## src/pkg/hmwc_regs.vh

```
// register map, field positions, reset values and timing counts of the halt wake-up control
`ifndef HMWC_REGS_VH
`define HMWC_REGS_VH
`define HMWC_IDX_PRESCALER 12'h049
`define HMWC_IDX_CTRL_STAT 12'h04a
`define HMWC_ADDR_PRESCALER 12'h124
`define HMWC_ADDR_CTRL_STAT 12'h128
`define HMWC_BIT_ENABLE 0
`define HMWC_BIT_MEASURE 1
`define HMWC_BIT_FLAG 2
`define HMWC_RST_PRESCALER 8'hff
`define HMWC_RST_CTRL_STAT 8'h00
`define HMWC_PRESCALER_FORBIDDEN 8'h00
`define HMWC_FIXED_DIV 64
`define HMWC_FIXED_DIV_LAST 6'h3f
`define HMWC_STAB_SHORT_CYC 13'h0100
`define HMWC_STAB_LONG_CYC 13'h1000
`define HMWC_CLK_MHZ 25
`define HMWC_PLL_STARTUP_NS 1000
`define HMWC_PLL_STARTUP_CYC ((`HMWC_PLL_STARTUP_NS * `HMWC_CLK_MHZ + 999) / 1000)
`endif

```

## src/design/hmwc_top.v

```verilog
// halt, active-halt and timed wake-up halt control with its apb registers
//
// Register access over APB was left to the implementer.
`timescale 1ns/1ps
`default_nettype none
`include "hmwc_regs.vh"
module hmwc_top (
   input wire clk,
   input wire rst_b,
   input wire [11:0] paddr,
   input wire psel,
   input wire penable,
   input wire pwrite,
   input wire [31:0] pwdata,
   output reg [31:0] prdata,
   output wire pready,
   output wire pslverr,
   input wire halt_exec,
   input wire timebase_irq_enable,
   input wire overflow_irq_enable,
   input wire timer_clock_sel_hi,
   input wire timer_clock_sel_lo,
   input wire watchdog_active,
   input wire watchdog_halt_option,
   input wire pll_enable_option,
   input wire stab_long_select,
   input wire halt_exit_irq,
   input wire wake_reset,
   input wire rc_tick,
   output reg irq_mask_clear,
   output reg watchdog_reset,
   output reg resume_interrupt,
   output reg resume_reset_vector,
   output wire wakeup_irq,
   output wire main_osc_enable,
   output wire cpu_clock_enable,
   output wire periph_clock_enable,
   output wire timer_clock_enable,
   output wire rc_osc_enable,
   output wire rc_capture_route,
   output wire in_active_halt,
   output wire timed_wakeup_halt,
   output wire in_plain_halt
);

   // one-hot mode states
   localparam [5:0] st_run = 6'h01;
   localparam [5:0] st_active = 6'h02;
   localparam [5:0] st_plain = 6'h04;
   localparam [5:0] st_timed = 6'h08;
   localparam [5:0] st_stab = 6'h10;
   localparam [5:0] st_pll = 6'h20;
   // pll start-up rounded up to whole cycles, cut to the delay counter width
   localparam integer pll_cyc_full = `HMWC_PLL_STARTUP_CYC;
   localparam [12:0] pll_cyc = pll_cyc_full[12:0];
   // gate bits: plain, timed, active, oscillator, cpu, peripherals, timer
   localparam [6:0] gates_at_reset = 7'h0f;

   reg [5:0] state;
   reg [5:0] next_state;
   reg [7:0] wakeup_prescaler_value;
   reg timed_wakeup_enable;
   reg rc_measure_enable;
   reg wakeup_flag;
   reg [5:0] fixed_div;
   reg [7:0] presc_cnt;
   reg [12:0] delay_cnt;
   reg wake_by_reset;
   reg [6:0] gate;

   function is_addr;
      input [11:0] a;
      input [11:0] b;
      begin
         is_addr = (a == b);
      end
   endfunction

   // destination of a halt instruction taken in run state
   function [5:0] halt_target;
      input active_ok;
      input wdog_reset;
      input timed_en;
      begin
         if (active_ok) begin
            halt_target = st_active;
         end else if (wdog_reset) begin
            halt_target = st_run;
         end else if (timed_en) begin
            halt_target = st_timed;
         end else begin
            halt_target = st_plain;
         end
      end
   endfunction

   // clock gating and mode indications for a given state
   function [6:0] gates_for;
      input [5:0] s;
      begin
         case (s)
            st_run: begin
               gates_for = 7'h0f;
            end
            st_active: begin
               gates_for = 7'h19;
            end
            st_plain: begin
               gates_for = 7'h40;
            end
            st_timed: begin
               gates_for = 7'h20;
            end
            st_stab: begin
               gates_for = 7'h08;
            end
            st_pll: begin
               gates_for = 7'h08;
            end
            default: begin
               gates_for = 7'h08;
            end
         endcase
      end
   endfunction

   // read view of a register, reserved bits zero
   function [31:0] read_word;
      input [11:0] a;
      input [7:0] ctrl;
      input [7:0] presc;
      begin
         if (is_addr(a, `HMWC_ADDR_CTRL_STAT)) begin
            read_word = {24'h000000, ctrl};
         end else if (is_addr(a, `HMWC_ADDR_PRESCALER)) begin
            read_word = {24'h000000, presc};
         end else begin
            read_word = 32'h00000000;
         end
      end
   endfunction

   // stabilisation length for the selected oscillator start-up
   function [12:0] stab_length;
      input long_sel;
      begin
         if (long_sel) begin
            stab_length = `HMWC_STAB_LONG_CYC;
         end else begin
            stab_length = `HMWC_STAB_SHORT_CYC;
         end
      end
   endfunction

   // last rc tick of the last prescaler step ends the timed halt
   function last_tick;
      input [5:0] div;
      input [7:0] steps;
      input [7:0] limit;
      begin
         last_tick = (div == `HMWC_FIXED_DIV_LAST) & (steps == limit - 8'h01);
      end
   endfunction

   wire bus_write = psel & penable & pwrite;
   wire bus_read = psel & penable & ~pwrite;
   wire hit_presc = is_addr(paddr, `HMWC_ADDR_PRESCALER);
   wire hit_ctrl = is_addr(paddr, `HMWC_ADDR_CTRL_STAT);
   wire [7:0] ctrl_stat_view = {5'h00, wakeup_flag, rc_measure_enable, timed_wakeup_enable};

   wire active_halt_on = timebase_irq_enable |
      (overflow_irq_enable & ~timer_clock_sel_hi & timer_clock_sel_lo);
   wire wdog_halt_reset = watchdog_active & watchdog_halt_option;
   wire [5:0] halt_dest = halt_target(active_halt_on, wdog_halt_reset, timed_wakeup_enable);

   // rc ticks through the fixed divider then the prescaler
   wire div_wrap = rc_tick & (fixed_div == `HMWC_FIXED_DIV_LAST);
   wire awu_expire = (state == st_timed) & rc_tick &
      last_tick(fixed_div, presc_cnt, wakeup_prescaler_value);

   wire [12:0] stab_cyc = stab_length(stab_long_select);
   wire delay_done = (delay_cnt == 13'h0001);

   assign pready = 1'b1;
   assign pslverr = psel & penable & ~hit_presc & ~hit_ctrl;

   always @* begin
      next_state = state;
      case (state)
         st_run: begin
            if (halt_exec) begin
               next_state = halt_dest;
            end
         end
         st_active: begin
            if (wake_reset) begin
               next_state = st_stab;
            end else if (halt_exit_irq) begin
               next_state = st_run;
            end
         end
         st_plain: begin
            if (wake_reset | halt_exit_irq) begin
               next_state = st_stab;
            end
         end
         st_timed: begin
            // exit on reset, interrupt or expiry
            if (wake_reset | halt_exit_irq | awu_expire) begin
               next_state = st_stab;
            end
         end
         st_stab: begin
            if (delay_done) begin
               next_state = (pll_enable_option & ~wake_by_reset) ? st_pll :
                  (pll_enable_option ? st_pll : st_run);
            end
         end
         st_pll: begin
            if (delay_done) begin
               next_state = st_run;
            end
         end
         default: begin
            next_state = st_run;
         end
      endcase
   end

   always @(posedge clk or negedge rst_b) begin
      if (!rst_b) begin
         state <= st_run;
         delay_cnt <= 13'h0000;
         wake_by_reset <= 1'b0;
      end else begin
         state <= next_state;
         if (next_state == st_stab && state != st_stab) begin
            delay_cnt <= stab_cyc;
            wake_by_reset <= wake_reset;
         end else if (next_state == st_pll && state != st_pll) begin
            delay_cnt <= pll_cyc;
         end else if (delay_cnt != 13'h0000) begin
            delay_cnt <= delay_cnt - 13'h0001;
         end
      end
   end

   // one-cycle pulses towards the core
   always @(posedge clk or negedge rst_b) begin
      if (!rst_b) begin
         irq_mask_clear <= 1'b0;
         watchdog_reset <= 1'b0;
         resume_interrupt <= 1'b0;
         resume_reset_vector <= 1'b0;
      end else begin
         irq_mask_clear <= 1'b0;
         watchdog_reset <= 1'b0;
         resume_interrupt <= 1'b0;
         resume_reset_vector <= 1'b0;
         if (state == st_run && halt_exec) begin
            // watchdog reset only when the halt leads nowhere
            if (halt_dest == st_run) begin
               watchdog_reset <= 1'b1;
            end else begin
               irq_mask_clear <= 1'b1;
            end
         end
         if (state == st_active && next_state == st_run) begin
            resume_interrupt <= 1'b1;
         end
         if ((state == st_stab || state == st_pll) && next_state == st_run) begin
            resume_reset_vector <= wake_by_reset;
            resume_interrupt <= ~wake_by_reset;
         end
      end
   end

   always @(posedge clk or negedge rst_b) begin
      if (!rst_b) begin
         fixed_div <= 6'h00;
         presc_cnt <= 8'h00;
      // counters rest outside timed halt so each halt starts a full delay
      end else if (state != st_timed) begin
         fixed_div <= 6'h00;
         presc_cnt <= 8'h00;
      end else if (rc_tick) begin
         fixed_div <= fixed_div + 6'h01;
         if (div_wrap) begin
            presc_cnt <= presc_cnt + 8'h01;
         end
      end
   end

   always @(posedge clk or negedge rst_b) begin
      if (!rst_b) begin
         wakeup_prescaler_value <= `HMWC_RST_PRESCALER;
         timed_wakeup_enable <= 1'b0;
         rc_measure_enable <= 1'b0;
         wakeup_flag <= 1'b0;
         prdata <= 32'h00000000;
      end else begin
         if (psel & ~penable) begin
            prdata <= read_word(paddr, ctrl_stat_view, wakeup_prescaler_value);
         end
         if (bus_write & hit_ctrl) begin
            timed_wakeup_enable <= pwdata[`HMWC_BIT_ENABLE];
            rc_measure_enable <= pwdata[`HMWC_BIT_MEASURE];
         end
         if (bus_write & hit_presc & (pwdata[7:0] != `HMWC_PRESCALER_FORBIDDEN)) begin
            wakeup_prescaler_value <= pwdata[7:0];
         end
         // flag set on expiry wins over clear on read
         if (awu_expire) begin
            wakeup_flag <= 1'b1;
         end else if (bus_read & hit_ctrl) begin
            wakeup_flag <= 1'b0;
         end
      end
   end

   // gating enables come from flip-flops so they never glitch
   always @(posedge clk or negedge rst_b) begin
      if (!rst_b) begin
         gate <= gates_at_reset;
      end else begin
         gate <= gates_for(next_state);
      end
   end

   assign wakeup_irq = wakeup_flag;
   assign in_active_halt = gate[4];
   assign timed_wakeup_halt = gate[5];
   assign in_plain_halt = gate[6];
   assign main_osc_enable = gate[3];
   assign cpu_clock_enable = gate[2];
   assign periph_clock_enable = gate[1];
   assign timer_clock_enable = gate[0];
   assign rc_capture_route = (state == st_run) & rc_measure_enable;
   assign rc_osc_enable = rc_capture_route | (state == st_timed);

endmodule
`default_nettype wire

```

## config.mk

```make
export PLATFORM = sky130hd
export DESIGN_NAME = hmwc_top
export DESIGN_NICKNAME = d
export VERILOG_FILES = /design/src/design/hmwc_top.v
export VERILOG_INCLUDE_DIRS = /design/src /design/src/pkg
export SDC_FILE = /design/constraint.sdc
export NUM_CORES = 1
export LEC_CHECK = 0
export BUFFER_PORTS_ARGS = -buffer_cell sky130_fd_sc_hd__buf_2
export CORE_ASPECT_RATIO = 1.2
export CORE_MARGIN = 1.5
export CORE_UTILIZATION = 55
export DETAILED_ROUTE_END_ITERATION = 10
export GPL_ROUTABILITY_DRIVEN = 0
export GPL_TIMING_DRIVEN = 1
export HOLD_SLACK_MARGIN = 0.15
export PLACE_DENSITY = 0.85
export SYNTH_ARGS = -nofsm -noshare
export SYNTH_HDL_FRONTEND = slang
export SYNTH_SLANG_ARGS = --single-unit
```

## constraint.sdc

```tcl
create_clock -name clk -period 5.7 [get_ports clk]
set_input_delay 0.285 -clock clk [delete_from_list [all_inputs] [get_ports clk]]
set_output_delay 0.285 -clock clk [all_outputs]
set_load 0.05 [all_outputs]
```

==> summary.txt <==
Cells and area
  • Register area: 0.00159 mm²
  • Commonest non-fill, non-tap cells in the layout: buf_2 (59), dfrtp_1 (51), nor2_1 (36)
  • Final net count: 487
  • Ant diodes: 0
  • Filler cells: 481
  • Multi-input logic area: 0.00176 mm²
  • Commonest non-fill, non-tap cell in the layout: buf_2
  • Area added between synthesis and finish: 13.3%
  • Layout cells sized above 1: 26.8%

Clock network
  • CTS tree: done
  • CTS HTree Levels: 3
  • CTS root buffer: clkbuf_8
  • CTS sink count: 63
  • Post-CTS sizing: 0
  • Clock buffer depth: 2
  • Reg clk slew, reported paths: 0.07 ns
  • Worst-Skew Late Latency: 0.35 ns
  • CTS Buf Count: 9

Placement
  • DP HPWL: 5200 µm
  • Port bufs: 59

STA
  • Max-slew headroom: 48.4%
  • RSZ-0062 raised after global routing: no
  • Final setup fails: 0
  • Hold Violations, Final: 0
  • Fin crit period: 2.65 ns
  • Fmax achieved: 0.377 GHz
  • WHS: 0.195 ns
  • Max-slew violation count: 0
  • Setup TNS: 0 ns
  • Slew of the pin with the lowest slew margin: 0.774 ns
  • Period utilization: 46.5%
  • Clock Skew: 0.0119 ns

Critical path
  • R2R Setup Slk: 3.31 ns
  • CP max-delay cell: or4_1
  • Worst path arrival time: 2.37 ns
  • CP Cell Sequence: or4_1 -> nor3b_1 -> and2_1 -> or2_2 -> buf_2
  • Critical Path Source Type: flip-flop
  • Top Family by Delay on Critical Path: simple AND/OR/NAND/NOR gates
  • Worst Path Class, Setup: flip-flop to output pin
  • Required time worst endpoint: 5.41 ns
  • RR Startpoint: wakeup_prescaler_value[0]
  • Worst R2R End: delay_cnt[12]
  • Crit path largest cell delay: 0.67 ns
  • R2R cell count: 8
  • CP Max Fanout: 8
  • Buf/Inv on CP: 1
  • CP endpoint kind: output pin

Die
  • Die Height: 90.7 µm
  • Boundary pin count: 109
  • Initial Utilization: 57.5%
  • Area of the core: 0.00613 mm²
  • Die width: 76.1 µm
  • Die area: 0.00690 mm²
  • Row Count: 31

Global routing
  • Vias in the first global route: 2753
  • Overflow after GRT: 0
  • Total GRT Usage: 22.2%
  • Global-route wire length before repair: 12200 µm
  • Initial antenna violation count: 0
  • Largest net degree at the start of global routing: 64

Pwr
  • Combinational share of power: 32.1%
  • Sequential group share of total power: 43.7%
  • Max VDD drop: 0.208 mV
  • Net Sw Power: 0.000538 W
  • Clock network fraction of total power: 24.2%
  • PwrDens: 357 mW/mm²
  • Sw Ratio: 37.8%
  • Leak: 1.84 nW
  • Internal power: 0.000887 W

Drt
  • Vias: 2810
  • Routed WL per cell: 14.3 µm
  • Via-to-Cell Ratio: 5.53
  • Antenna Nets Post-Route: 0
  • First-pass DRT Iterations: 5
  • # DRC: 0
  • Starting DRT DRC Count: 238
  • Total Wirelength: 7280 µm

Min path
  • WHS Path Cells: 2
  • Hold Path Sink: wakeup_prescaler_value[5]
  • HP Class: input port to flip-flop
  • Hold Startpoint: pwdata[5]

Logic synthesis
  • Synth cell types: 61
  • Synth warnings: 0
  • FFs w/ async S/R, synth: 100%
  • Syn Area/Cell: 9.90 µm²
  • Sequential area share after synthesis: 45.1%
  • Mapped Cells: 356
  • Mapped Area: 0.00353 mm²
  • FF+latch count, synth: 63
  • Most used DFF post-synth: dfrtp_1
  • Synth area leaders: dfrtp_1 (36%), dfstp_2 (8.9%), buf_4 (5.5%), nor2_1 (3.8%), mux2_2 (3.5%)
  • Number of enable flip-flop cells after synthesis: 0
  • Post-synth top area cell: dfrtp_1
  • Share of the synthesized area in the top cell type: 36.2%

Run
  • Max Cap Violations: 0

Run status
  • Outcome: complete, no violations
-- cell families (layout without fill, tap and decap cells) --
logic type                 after synthesis  in the layout  synth area share, %
AOI/OAI and AO/OA                       56             56                 10.9
other                                    2             25                0.213
xor gates and xnor gates                28             28                 6.96
DFF                                     63             63                 45.1
muxes                                   14             14                 4.51
adders and majority gates                5              5                 1.77
and+or+nand+nor                        146            146                 23.2
buffers and inverters                   42             89                 7.27
-- synthesized netlist by cell type (5+ instances only) --
master	count
a21oi_1	8
buf_4	26
dfrtp_1	51
dfstp_2	12
ha_1	5
inv_1	11
mux2_2	11
nand2_1	27
nand3_1	9
nand4_1	7
nor2_1	36
nor3_1	9
nor4_1	9
o21ai_0	21
xnor2_1	14
xor2_1	14
-- registers in the layout (all words and copies together), names as in the netlist, 6 cells and up --
name / flops
delay_cnt: 13
fixed_div: 6
gate: 6
prdata: 8
presc_cnt: 8
state: 6
wakeup_prescaler_value: 8
-- stage by stage --
stage	area (µm²)	setup slack (ns)	power [W]	utilization (%)	cells
floorplan	3610	3.30	0.000993	-	379
CTS	3990	3.07	0.00143	65.2	508
finish	3990	3.05	0.00142	65.2	508
global placement	3800	3.41	0.00106	62.0	490
detailed placement	3800	3.33	0.00108	62.0	490
global route	3990	2.94	0.00151	65.2	508
-- worst reg2reg max path: stages (launching register included) --
cell and delay (ns):
dfstp_2 0.41, inv_1 0.07, ha_1 0.18, or3b_2 0.47, nor3_1 0.20, xnor2_1 0.24, a41o_4 0.31, o21ai_4 0.10
mux2_4 0.31
-- layer usage --
| metal | up-vias | routed length, µm | track usage [%] |
|---|---|---|---|
| met5 | - | 0 | 0 |
| met4 | 0 | 164 | 10.5 |
| met3 | 19 | 380 | 6.77 |
| met2 | 100 | 3640 | 38.3 |
| met1 | 1343 | 3090 | 25.2 |
| li1 | 1348 | - | - |
-- area by class of cell --
class / instances / area share, %
Multi-Input combinational cell: 274 / 44.2
Sequential cell: 63 / 39.8
Clock buffer: 15 / 4.17
Clock inverter: 1 / 0.125
Inverter: 11 / 1.03
Tap cell: 82 / 2.57
Timing Repair Buffer: 62 / 8.08
-- timing repair --
action	in CTS	in global routing
hold endpoints to repair	52	0
setup endpoints to repair	0	0
buffers inserted	0	0
hold buffers	2	0
-- how the worst max path moves through the flow --
stage	from	end	slack, ns	cells after the start
2_1_floorplan	state[3]	rc_osc_enable	3.30	4
3_3_place_gp	wakeup_prescaler_value[0]	delay_cnt[12]	3.41	8
3_5_place_dp	wakeup_prescaler_value[0]	delay_cnt[12]	3.33	8
4_1_cts	state[3]	rc_osc_enable	3.07	5
5_1_grt	state[3]	rc_osc_enable	2.94	5
6_report	state[3]	rc_osc_enable	3.05	5
-- power by group through the flow --
stage	combinational, W	clock, W	sequential, W
after global placement	0.000438	0	0.000620
final	0.000458	0.000344	0.000623
after detailed placement	0.000456	0	0.000628
after floorplan	0.000336	0	0.000657
after CTS	0.000460	0.000352	0.000621
after global routing	0.000498	0.000373	0.000635
(Power assumes the default switching activity.)
